$ cat src/hdl/upd_defs.vh
// upd_defs.vh: register offsets, fields, reset values and fixed usb figures
// assumes inclusion by bare name from the design files
`ifndef UPD_DEFS_VH
`define UPD_DEFS_VH

// register byte offsets on apb
`define UPD_OFS_CTRL       12'h000
`define UPD_OFS_STATUS     12'h004
`define UPD_OFS_ID         12'h008
`define UPD_OFS_FLOW       12'h00c
`define UPD_OFS_GPIO_MODE  12'h010
`define UPD_OFS_GPIO_DIR   12'h014
`define UPD_OFS_GPIO_MASK  12'h018
`define UPD_OFS_OTP_DEF    12'h01c
`define UPD_OFS_USB_FIX    12'h020

// control register fields
`define UPD_CTRL_CUSTOM    0
`define UPD_CTRL_OTP_VALID 1

// otp word fields
`define UPD_OTP_LP_POL     0
`define UPD_OTP_SENSE_EN   1

// class-driver defaults
`define UPD_DEF_FLOW       10'h001
`define UPD_DEF_GPIO_MODE  10'h001
`define UPD_DEF_GPIO_DIR   10'h008
`define UPD_DEF_GPIO_MASK  10'h030

// max power threshold: one unit load in 2 ma units
`define UPD_UNIT_LOAD      8'h32

// fixed usb topology figures
`define UPD_NUM_CTRL_EP    4'h1
`define UPD_CTRL_EP_NUM    4'h0
`define UPD_NUM_CONFIG     4'h1
`define UPD_NUM_IFACE      4'h2
`define UPD_NUM_INT_EP     4'h1
`define UPD_NUM_BULK_IN    4'h1
`define UPD_NUM_BULK_OUT   4'h1

// identity defaults, arbitrary neutral values
`define UPD_DEF_VID        16'h1234
`define UPD_DEF_PID        16'h5678

`endif

$ cat src/hdl/upd_sync.v
// upd_sync.v: two flip-flop synchroniser for one asynchronous level
// assumes the input level is slow against pclk
`timescale 1ns/1ps
module upd_sync (
	input  wire pclk,      // clock
	input  wire presetn,   // async reset, low
	input  wire d,         // async level
	output wire q          // synchronised level
);
	reg s1_q;
	reg s2_q;

	// first stage feeds only the second
	always @(posedge pclk or negedge presetn) begin
		if (!presetn) begin
			s1_q <= 1'b0;
			s2_q <= 1'b0;
		end else begin
			s1_q <= d;
			s2_q <= s1_q;
		end
	end
	assign q = s2_q;
endmodule

$ cat src/hdl/upd_top.v
// upd_top.v: usb power indicator, pull-up gating, identity and class defaults
// assumes a usb core supplies suspend, configured, bus reset and max power
//
// Behaviour
// RULE_01: power-limit output asserted whenever full declared current is not allowed
// RULE_02: max power at most one unit load: assert only while suspended
// RULE_03: max power above one unit load: assert when suspended or unconfigured
// RULE_04: deassert when configured and not suspended
// RULE_05: otp bit chooses the indicator's active polarity
// RULE_06: with sensing on, drop data-line pull-up when bus supply absent
// RULE_07: otp bit enables sensing; otherwise pull-up not gated by sense
// RULE_08: exactly one control endpoint, number zero, default control pipe
// RULE_09: only one configuration reported and accepted
// RULE_10: two interfaces carrying one interrupt, one bulk-in, one bulk-out
// RULE_11: default vendor id reported, replaceable by otp programming
// RULE_12: default product id reported, replaceable by otp programming
// RULE_13: class defaults set flow control and gpio mode to one
// RULE_14: class defaults set gpio direction to eight
// RULE_15: class defaults set gpio interrupt mask to 0x030
// RULE_16: otp address/value entries replace built-in class defaults
// RULE_17: vendor driver sets custom-driver flag right after attach
// RULE_18: with custom flag set, class requests do not reapply defaults
// RULE_19: vendor driver programs its own pin and flow settings
// RULE_20: custom flag cleared on power-on reset and usb bus reset
//
// otp storage is modelled as apb-written shadow registers; the usb core
// levels share pclk and pass no synchroniser, only the sense pin does,
// so a change of bus supply reaches the pull-up three clocks later
//
// Design decisions made here: register access over APB and the placing of the registers.
`timescale 1ns/1ps
`include "upd_defs.vh"
module upd_top (
	input  wire        pclk,              // 40 mhz clock
	input  wire        presetn,           // async reset, low
	input  wire        psel,              // apb select
	input  wire        penable,           // apb enable
	input  wire        pwrite,            // apb direction
	input  wire [11:0] paddr,             // apb byte address
	input  wire [31:0] pwdata,            // apb write data
	output wire [31:0] prdata,            // apb read data
	output wire        pready,            // apb ready
	output wire        pslverr,           // apb error
	input  wire        usb_suspend,       // usb core suspended
	input  wire        usb_configured,    // host set configuration
	input  wire        usb_bus_reset,     // one-cycle usb bus reset
	input  wire        class_req,         // one-cycle class request seen
	input  wire [7:0]  max_power,         // declared max power, 2 ma units
	input  wire        bus_supply_sense,  // async bus supply pin
	input  wire        set_config_req,    // one-cycle set-config request
	input  wire [7:0]  set_config_val,    // requested configuration value
	output wire        config_accept,     // request accepted
	output wire        low_power,         // power-limit indicator
	output wire        positive_data_line_pu, // pull-up enable
	output wire [15:0] vendor_id,         // reported vendor id
	output wire [15:0] product_id,        // reported product id
	output wire [9:0]  flow_ctrl,         // flow control setting
	output wire [9:0]  gpio_mode,         // gpio mode setting
	output wire [9:0]  gpio_dir,          // gpio direction setting
	output wire [9:0]  gpio_mask          // gpio interrupt mask
);

////////////////////////////////////////////////////////////////////////////
	// apb decode helpers
	function hit;
		input [11:0] a;
		input [11:0] ofs;
		begin
			hit = (a == ofs);
		end
	endfunction

	// access phase strobes; rd captures on the first access edge
	wire acc = psel & penable;
	wire rd  = acc & ~pwrite;

	// control flag and otp shadow bits
	reg        custom_q;
	reg        otp_valid_q;
	reg [1:0]  otp_q;

	// reported identity
	reg [15:0] vid_q;
	reg [15:0] pid_q;

	// live settings seen by the serial side
	reg [9:0]  flow_q;
	reg [9:0]  mode_q;
	reg [9:0]  dir_q;
	reg [9:0]  mask_q;

	// otp address/value entries for the class defaults
	reg [9:0]  otp_flow_q;
	reg [9:0]  otp_mode_q;
	reg [9:0]  otp_dir_q;
	reg [9:0]  otp_mask_q;

	// bus answer and pin drivers
	reg [31:0] rdata_q;
	reg        err_q;
	reg        lp_q;
	reg        pu_q;
	reg        acc_q;

	// writes land only at the edge where pready is seen high, so a
	// write is never applied twice across the wait state
	wire wr = acc & acc_q & pwrite;

	wire sense_s;

	// sense pin is asynchronous: two flops before any logic reads it
	upd_sync u_sense (
		.pclk    (pclk),
		.presetn (presetn),
		.d       (bus_supply_sense),
		.q       (sense_s)
	);

	// mapped offsets; anything else answers with pslverr
	reg mapped;
	always @* begin
		if (hit(paddr, `UPD_OFS_CTRL))
			mapped = 1'b1;
		else if (hit(paddr, `UPD_OFS_STATUS))
			mapped = 1'b1;
		else if (hit(paddr, `UPD_OFS_ID))
			mapped = 1'b1;
		else if (hit(paddr, `UPD_OFS_FLOW))
			mapped = 1'b1;
		else if (hit(paddr, `UPD_OFS_GPIO_MODE))
			mapped = 1'b1;
		else if (hit(paddr, `UPD_OFS_GPIO_DIR))
			mapped = 1'b1;
		else if (hit(paddr, `UPD_OFS_GPIO_MASK))
			mapped = 1'b1;
		else if (hit(paddr, `UPD_OFS_OTP_DEF))
			mapped = 1'b1;
		else if (hit(paddr, `UPD_OFS_USB_FIX))
			mapped = 1'b1;
		else
			mapped = 1'b0;
	end

////////////////////////////////////////////////////////////////////////////
	// class defaults: built-in unless otp entries present
	wire [9:0] def_flow = otp_valid_q ? otp_flow_q : `UPD_DEF_FLOW; // RULE_16
	wire [9:0] def_mode = otp_valid_q ? otp_mode_q : `UPD_DEF_GPIO_MODE;
	wire [9:0] def_dir  = otp_valid_q ? otp_dir_q  : `UPD_DEF_GPIO_DIR;
	wire [9:0] def_mask = otp_valid_q ? otp_mask_q : `UPD_DEF_GPIO_MASK;

	// defaults reapplied on bus reset or class request without custom flag
	wire apply_def = usb_bus_reset | (class_req & ~custom_q); // RULE_18

	// control, otp shadow and identity registers
	always @(posedge pclk or negedge presetn) begin
		if (!presetn) begin
			custom_q    <= 1'b0;             // RULE_20
			otp_valid_q <= 1'b0;
			otp_q       <= 2'h0;
			vid_q       <= `UPD_DEF_VID;     // RULE_11
			pid_q       <= `UPD_DEF_PID;     // RULE_12
			otp_flow_q  <= `UPD_DEF_FLOW;
			otp_mode_q  <= `UPD_DEF_GPIO_MODE;
			otp_dir_q   <= `UPD_DEF_GPIO_DIR;
			otp_mask_q  <= `UPD_DEF_GPIO_MASK;
		end else begin
			// bus reset clears the flag; a same-cycle write loses
			if (usb_bus_reset)
				custom_q <= 1'b0;            // RULE_20
			else if (wr && hit(paddr, `UPD_OFS_CTRL))
				custom_q <= pwdata[`UPD_CTRL_CUSTOM];
			// otp valid and the two otp bits follow the control word
			if (wr && hit(paddr, `UPD_OFS_CTRL)) begin
				otp_valid_q <= pwdata[`UPD_CTRL_OTP_VALID];
				otp_q       <= pwdata[3:2];
			end
			// identity replaced as one word, vendor in the low half
			if (wr && hit(paddr, `UPD_OFS_ID)) begin
				vid_q <= pwdata[15:0];       // RULE_11
				pid_q <= pwdata[31:16];      // RULE_12
			end
			// entries hold eight bits each; the top two bits stay zero
			if (wr && hit(paddr, `UPD_OFS_OTP_DEF)) begin
				otp_flow_q <= {2'h0, pwdata[7:0]};   // RULE_16
				otp_mode_q <= {2'h0, pwdata[15:8]};
				otp_dir_q  <= {2'h0, pwdata[23:16]};
				otp_mask_q <= {2'h0, pwdata[31:24]};
			end
		end
	end

	// live pin and flow settings
	always @(posedge pclk or negedge presetn) begin
		if (!presetn) begin
			flow_q <= `UPD_DEF_FLOW;          // RULE_13
			mode_q <= `UPD_DEF_GPIO_MODE;     // RULE_13
			dir_q  <= `UPD_DEF_GPIO_DIR;      // RULE_14
			mask_q <= `UPD_DEF_GPIO_MASK;     // RULE_15
		end else if (apply_def) begin
			// defaults win over a same-cycle settings write
			flow_q <= def_flow;               // RULE_13
			mode_q <= def_mode;               // RULE_13
			dir_q  <= def_dir;                // RULE_14
			mask_q <= def_mask;               // RULE_15
		end else if (wr) begin
			// custom driver writes its own settings
			if (hit(paddr, `UPD_OFS_FLOW))
				flow_q <= pwdata[9:0];
			else if (hit(paddr, `UPD_OFS_GPIO_MODE))
				mode_q <= pwdata[9:0];
			else if (hit(paddr, `UPD_OFS_GPIO_DIR))
				dir_q <= pwdata[9:0];
			else if (hit(paddr, `UPD_OFS_GPIO_MASK))
				mask_q <= pwdata[9:0];
		end
	end

////////////////////////////////////////////////////////////////////////////
	// power indicator and pull-up; registered so outputs are glitch free
	wire high_power = (max_power > `UPD_UNIT_LOAD);
	wire limit = usb_suspend |                      // RULE_02
	             (high_power & ~usb_configured);    // RULE_03
	always @(posedge pclk or negedge presetn) begin
		if (!presetn) begin
			lp_q <= 1'b0;
			pu_q <= 1'b0;
		end else begin
			// limit low when awake and either configured or at most one unit load
			lp_q <= limit ^ ~otp_q[`UPD_OTP_LP_POL]; // RULE_01 RULE_04 RULE_05
			pu_q <= ~otp_q[`UPD_OTP_SENSE_EN] | sense_s; // RULE_06 RULE_07
		end
	end

	// configuration: only value one (or zero to unconfigure) accepted
	assign config_accept = set_config_req &
	                       (set_config_val <= {4'h0, `UPD_NUM_CONFIG}); // RULE_09

////////////////////////////////////////////////////////////////////////////
	// read data and error registered in the access cycle's first edge
	always @(posedge pclk or negedge presetn) begin
		if (!presetn) begin
			rdata_q <= 32'h0000_0000;
			err_q   <= 1'b0;
			acc_q   <= 1'b0;
		end else begin
			// acc_q marks the second access cycle and drops after it
			acc_q <= acc & ~acc_q;
			err_q <= acc & ~acc_q & ~mapped;
			// capture once per transfer; prdata stands until next read
			if (rd && !acc_q) begin
				if (hit(paddr, `UPD_OFS_CTRL))
					rdata_q <= {28'h0, otp_q, otp_valid_q, custom_q};
				else if (hit(paddr, `UPD_OFS_STATUS))
					rdata_q <= {26'h0, sense_s, high_power, lp_q, pu_q,
					            usb_configured, usb_suspend};
				else if (hit(paddr, `UPD_OFS_ID))
					rdata_q <= {pid_q, vid_q};
				else if (hit(paddr, `UPD_OFS_FLOW))
					rdata_q <= {22'h0, flow_q};
				else if (hit(paddr, `UPD_OFS_GPIO_MODE))
					rdata_q <= {22'h0, mode_q};
				else if (hit(paddr, `UPD_OFS_GPIO_DIR))
					rdata_q <= {22'h0, dir_q};
				else if (hit(paddr, `UPD_OFS_GPIO_MASK))
					rdata_q <= {22'h0, mask_q};
				else if (hit(paddr, `UPD_OFS_OTP_DEF))
					rdata_q <= {otp_mask_q[7:0], otp_dir_q[7:0],
					            otp_mode_q[7:0], otp_flow_q[7:0]};
				else if (hit(paddr, `UPD_OFS_USB_FIX))
					rdata_q <= {4'h0, `UPD_NUM_BULK_OUT, `UPD_NUM_BULK_IN,
					            `UPD_NUM_INT_EP, `UPD_NUM_IFACE,  // RULE_10
					            `UPD_NUM_CONFIG,                  // RULE_09
					            `UPD_CTRL_EP_NUM, `UPD_NUM_CTRL_EP}; // RULE_08
				else
					rdata_q <= 32'h0000_0000;
			end
		end
	end

	// one wait state: ready on second access cycle
	assign pready  = acc_q;
	assign pslverr = err_q;
	assign prdata  = rdata_q;

	// pin and setting outputs straight from their flops
	assign low_power             = lp_q;
	assign positive_data_line_pu = pu_q;
	assign vendor_id             = vid_q;
	assign product_id            = pid_q;
	assign flow_ctrl             = flow_q;
	assign gpio_mode             = mode_q;
	assign gpio_dir              = dir_q;
	assign gpio_mask             = mask_q;
endmodule

$ cat config.mk
export PLATFORM = sky130hd
export DESIGN_NAME = upd_top
export DESIGN_NICKNAME = d
export VERILOG_FILES = /design/src/hdl/upd_sync.v /design/src/hdl/upd_top.v
export VERILOG_INCLUDE_DIRS = /design/src /design/src/hdl
export SDC_FILE = /design/constraint.sdc
export NUM_CORES = 1
export LEC_CHECK = 0
export BUFFER_PORTS_ARGS = -buffer_cell sky130_fd_sc_hd__clkbuf_2
export CORE_MARGIN = 5
export CORE_UTILIZATION = 53
export CTS_CLUSTER_DIAMETER = 150
export DETAILED_ROUTE_END_ITERATION = 6
export PLACE_DENSITY = 0.8
export SLEW_MARGIN = 30
export SYNTH_ARGS = -nofsm -noshare
export SYNTH_HDL_FRONTEND = slang
export SYNTH_SLANG_ARGS = --single-unit
$ cat constraint.sdc
create_clock -name pclk -period 2.4 [get_ports pclk]
set_clock_uncertainty 0.15 [all_clocks]
set_input_delay 0.24 -clock pclk [delete_from_list [all_inputs] [get_ports pclk]]
set_output_delay 0.24 -clock pclk [all_outputs]
set_load 0.01 [all_outputs]
## Yosys cells after proc, flatten, opt, wreduce, memory -nomap -nowiden

Index checks and enable logic that the tools add are counted.

| operators by class | value |
|---|---|
| $lt $le $gt $ge | 2 |
| equal/unequal tests | 11 |
| mux-type cells | 42 |
| bitwise logic cells | 20 |
| reductions and logical operators | 16 |

Operators by type and width:

| kind | number |
|---|---|
| $mux 32 | 8 |
| $mux 10 | 18 |
| $eq 12x5->1 const B | 4 |
| $mux 8 | 4 |
| $mux 25 | 1 |
| $eq 12x4->1 const B | 2 |
| $eq 12x3->1 const B | 1 |
| $eq 12x6->1 const B | 1 |
| $logic_not 12->1 | 1 |
| $reduce_bool 2->1 | 6 |
| $mux 1 | 11 |
| $and 1x1->1 | 9 |
| $gt 8x6->1 const B | 1 |
| $le 8x1->1 const B | 1 |
| $not 1->1 | 7 |
| $ne 2x2->1 const B | 3 |
| $reduce_and 5->1 | 1 |
| $logic_and 1x1->1 | 4 |
| $reduce_and 4->1 | 1 |
| $or 1x1->1 | 3 |
| $reduce_and 3->1 | 1 |
| $reduce_and 2->1 | 1 |
| $logic_not 1->1 | 1 |
| $xor 1x1->1 | 1 |

| storage, ports and cells | value |
|---|---|
| bits in registers | 146 |
| output and inout port bits | 109 |
| logic and storage cells | 111 |

## Longest topological paths before layout

| depth | value |
|---|---|
| depth after elaboration | 12 |
| depth in mapped cells | 8 |
| mapped depth without buffers | 5 |

## Modules after synthesis

Synthesis repeated with hierarchy kept, for this count alone.

| second synthesis, totals | value |
|---|---|
| cell total of the unflattened synthesis | 625 |
| area, all modules | 6,998.0 um2 |

By module, submodules not included:

| module | times used | cells each | area each (um2) |
|---|---|---|---|
| upd_top | 1 | 623 | 6,947.9 |
| upd_sync | 1 | 2 | 50.0 |

## Least setup slack after synthesis

Ideal clock, no wire load.

| timing | value |
|---|---|
| path type | input port to flip-flop |
| start | input paddr[9] |
| end | register otp_dir_q[7] |
| setup time | 125 ps |
| arrival time | 1,759 ps |
| data required time | 2,125 ps |
| slack | 366 ps |
| stages | 6 |
| cells stage by stage | nor4_1 -> buf_2 -> nand3_2 -> nor3_2 -> buf_4 -> mux2_2 |

| on the way | value |
|---|---|
| cells in the longest elaborated chain, start to end | 2 |

RTL lines:

| item | line | RTL |
|---|---|---|
| start: declaration | upd_top.v:39 | `input wire [11:0] paddr,` |
| $eq 12x5->1 | upd_top.v:69 | `hit = (a == ofs);` |
| $logic_and 1x1->1 | upd_top.v:183 | `` if (wr && hit(paddr, `UPD_OFS_OTP_DEF)) begin `` |
| end signal: assignment | upd_top.v:164 | `` otp_dir_q <= `UPD_DEF_GPIO_DIR; `` |
| end signal: assignment | upd_top.v:186 | `otp_dir_q <= {2'h0, pwdata[23:16]};` |
| end: declaration | upd_top.v:95 | `reg [9:0] otp_dir_q;` |

No other way between the ends.
A chain may end at the register's enable or synchronous reset.

## Worst setup path after layout

| timing | value |
|---|---|
| start | register acc_q, in the netlist pready |
| end | register rdata_q[7], in the netlist prdata[7] |

| on the way | value |
|---|---|
| cells in the longest elaborated chain, start to end | 2 |

RTL lines:

| item | line | RTL |
|---|---|---|
| start: declaration | upd_top.v:103 | `reg acc_q;` |
| start signal: assignment | upd_top.v:247 | `acc_q <= acc & ~acc_q;` |
| $logic_not 1->1 | upd_top.v:250 | `if (rd && !acc_q) begin` |
| $logic_and 1x1->1 | upd_top.v:250 |  |
| end signal: assignment | upd_top.v:252 | `rdata_q <= {28'h0, otp_q, otp_valid_q, custom_q};` |
| end signal: assignment | upd_top.v:254 | `rdata_q <= {26'h0, sense_s, high_power, lp_q, pu_q,` |
| end signal: assignment | upd_top.v:257 | `rdata_q <= {pid_q, vid_q};` |
| end: declaration | upd_top.v:99 | `reg [31:0] rdata_q;` |

No other way between the ends.

==> flow_metrics.py <==
metrics = {
    "layout": {
        "final_util_pct": 72.3,
        "fill_cells": 912,
        "seqCellArea_um2": 3680,
        "postLayoutCellArea_um2": 9160,
        "area_delta_synth_final_pct": 33.4,
        "drive_above_1_share_pct": 42.5,
        "nNetsFinal": 900,
        "multiInputGateArea_um2": 3000,
        "antenna_cells": 0,
    },
    "worst_hold_path": {
        "hold_path.class": "input port to flop",
        "whs_path_depth": 2,
        "holdPathEnd": "vendor_id[6]",
        "min_from": "pwdata[6]",
    },
    "power": {
        "leakagePower_nw": 4.56,
        "power_w": 0.00583,
        "cellPowerDensity_nw_per_um2": 637,
        "ir_worst_vdd_mv": 0.432,
    },
    "die": {
        "core_um2": 12700,
        "start_util_pct": 54.2,
        "num_rows": 41,
        "die_x_um": 124,
        "io_pins": 180,
        "die_y_um": 124,
        "die_area_um2": 15300,
    },
    "sta": {
        "min_period_over_period_pct": 92.1,
        "post-route-min-period_ns": 2.21,
        "tightest_slew_ns": 0.613,
        "postLayoutSetupSlackWorst_ns": 0.190,
        "hold_viol_final": 0,
        "rsz0062_at_grt": "false",
        "relSlewSlack_pct": 58.1,
        "setup_viol": 0,
        "fmax_mhz": 452,
        "maxSlewViolCount": 0,
        "fin_tns_setup_ns": 0,
    },
    "placed_design": {
        "post_dp_cell_area_um2": 8190,
        "globalplace.congestion": 0.930,
        "place_ws_ns": 0.133,
        "place_hpwl_mm": 15.1,
        "io_buffers": 178,
    },
    "clock_tree": {
        "cts.path.max_buffers": 2,
        "cts-root-buf": "clkbuf_16",
        "cts_tree": "yes",
        "clkTransAtPathRegs_ns": 0.06,
        "cts_buffers": 17,
        "htree_num_levels": 4,
        "holdBufCountCts": 31,
        "clock_latency_ns": 0.43,
        "ctsResizeCount": 0,
        "cts.sinks": 146,
        "cts_setup_buffers": 0,
    },
    "synth": {
        "yosys-top-cells-count": "dfrtp_1 (123), mux2_2 (69), o21ai_0 (46)",
        "yosys_most_used_dff": "dfrtp_1",
        "synth.top_cells.by_area": "dfrtp_1 (45%), mux2_2 (11%), dfstp_2 (8.8%)",
        "yosys_register_bits": 146,
        "ys_types": 56,
        "async_reset_ff_share_pct": 100,
        "synth-edff-count": 0,
        "syn-cell-area_um2": 6870,
        "syn-num-nets": 672,
        "ys_warn_count": 0,
        "synth_top_area_share_pct": 44.8,
        "synth-seq-area-share_pct": 53.6,
        "avgSynthCellArea_um2": 11.4,
        "synth.most_common_cell": "dfrtp_1",
        "yosys.area.top_type": "dfrtp_1",
        "synthCells": 601,
    },
    "detailed_routing": {
        "drt_iter0_markers": 531,
        "route.detailed.drc": 0,
        "vias": 6135,
        "drt-pass1-iter-count": 5,
        "ant_nets": 0,
        "routedWlPerCell_um": 21.4,
        "wl_mm": 21.7,
        "vias_per_cell": 6.05,
    },
    "setup_path": {
        "arrival_ns": 2.36,
        "reg2reg_to": "prdata[7]",
        "endpoint_kind": "flop",
        "crit_fanout": 9,
        "crit_type": "flop to flop",
        "r2r_slack_ns": 0.19,
        "critical_path.startpoint": "pready",
        "r2r_start": "pready",
        "cp.required_ns": 2.55,
        "startpoint_type": "flop",
        "r2r_cells": 5,
    },
    "global_routing": {
        "overflow": 0,
        "grt_use_total_pct": 29.2,
        "antenna_found_initial": 0,
        "grt_start_max_net_pins": 60,
        "grt_pass1_wl_mm": 33.8,
        "grt_pass1_vias": 6345,
    },
    "run_status": {
        "outcome": "finished, final reports clean",
    },
    "flow_run": {
        "maxCapViolCount": 0,
    },
}
==> registers in the layout, summed over array words and instances, names as in the netlist <==
register / flops
prdata: 32
product_id: 16
vendor_id: 16
flow_ctrl: 10
gpio_dir: 10
gpio_mask: 10
gpio_mode: 10
otp_dir_q: 8
otp_flow_q: 8
otp_mask_q: 8
otp_mode_q: 8
otp_q: 2
custom_q: 1
low_power: 1
otp_valid_q: 1
positive_data_line_pu: 1
pready: 1
pslverr: 1
u_sense.q: 1
u_sense.s1_q: 1
==> metrics by stage <==
step	hold slack (ns)	cells
3_5_place_dp	0.0934	951
3_3_place_gp	0.0865	951
5_1_grt	0.0204	1014
4_1_cts	0.00242	1014
2_1_floorplan	-0.206	601
6_report	0.0209	1014
==> layer usage <==
metal | track usage (%) | part of all wire (%) | vias up
li1 | - | - | 2680
met1 | 38.6 | 41 | 3057
met2 | 46.5 | 48 | 350
met3 | 6.90 | 8.3 | 48
met4 | 11.6 | 2.2 | 0
met5 | 0 | 0 | -
==> layout make-up <==
| type | count | share of cell area (%) |
|---|---|---|
| Tap cell | 172 | 2.35 |
| Timing Repair Buffer | 248 | 17.2 |
| Inverter | 5 | 0.205 |
| Sequential cell | 146 | 40.2 |
| Clock buffer | 19 | 4.95 |
| Clock inverter | 13 | 2.27 |
| Multi-Input combinational cell | 411 | 32.8 |
==> cell families (layout without fill, tap and decap cells) <==
family / Yosys count / after routing / share of synthesized area (%)
and+or+nand+nor: 154 / 154 / 12.1
buffers and inverters: 44 / 285 / 2.86
muxes: 116 / 116 / 18.9
xor gates and xnor gates: 1 / 1 / 0.128
DFF: 146 / 146 / 53.6
AOI/OAI and AO/OA: 140 / 140 / 12.3
==> critical path, stage by stage (launching register included) <==
cell       delay (ns)
dfrtp_1          0.43
nand4bb_1        0.59
buf_4            0.38
a22o_1           0.25
nor3_1           0.21
a311oi_1         0.07
==> how the worst max path moves through the flow <==
| stage | endpoint | slack [ns] | cells after the start |
|---|---|---|---|
| final | prdata[7] | 0.19 | 5 |
| after floorplan | otp_dir_q[7] | 0.37 | 6 |
| after global placement | gpio_dir[6] | 0.19 | 6 |
| after detailed placement | gpio_dir[6] | 0.13 | 6 |
| after CTS | prdata[7] | 0.22 | 5 |
| after global routing | prdata[7] | 0.11 | 5 |
==> report_power, final <==
group | internal, W | leakage, nW | switching [W]
clock | 0.00190 | 0.311 | 0.00104
combinational | 0.000157 | 2.32 | 0.000236
sequential | 0.00249 | 1.93 | 0.0000145
==> layout by cell type (no fill, tap or decap), types with 3 or more instances in the layout <==
cell             n
nand4_1          3
o21ai_1         14
dlygate4sd3_1   31
mux2_2          69
buf_4           33
nand2b_1         6
dfstp_2         23
a21oi_1         32
buf_12           6
dfrtp_1        122
o21ai_0         45
a22oi_1         23
mux2i_1         41
nand2_1         38
clkinvlp_4       4
nor2_1          28
clkbuf_2       177
a221oi_1         5
mux4_2           4
nor3b_1          5
nand3_1         34
inv_1            5
bufinv_16        5
nor3_1           6
nor4_1           5
clkbuf_16       17
or3_1            8
Note: power is estimated with default switching activity, not from simulation.
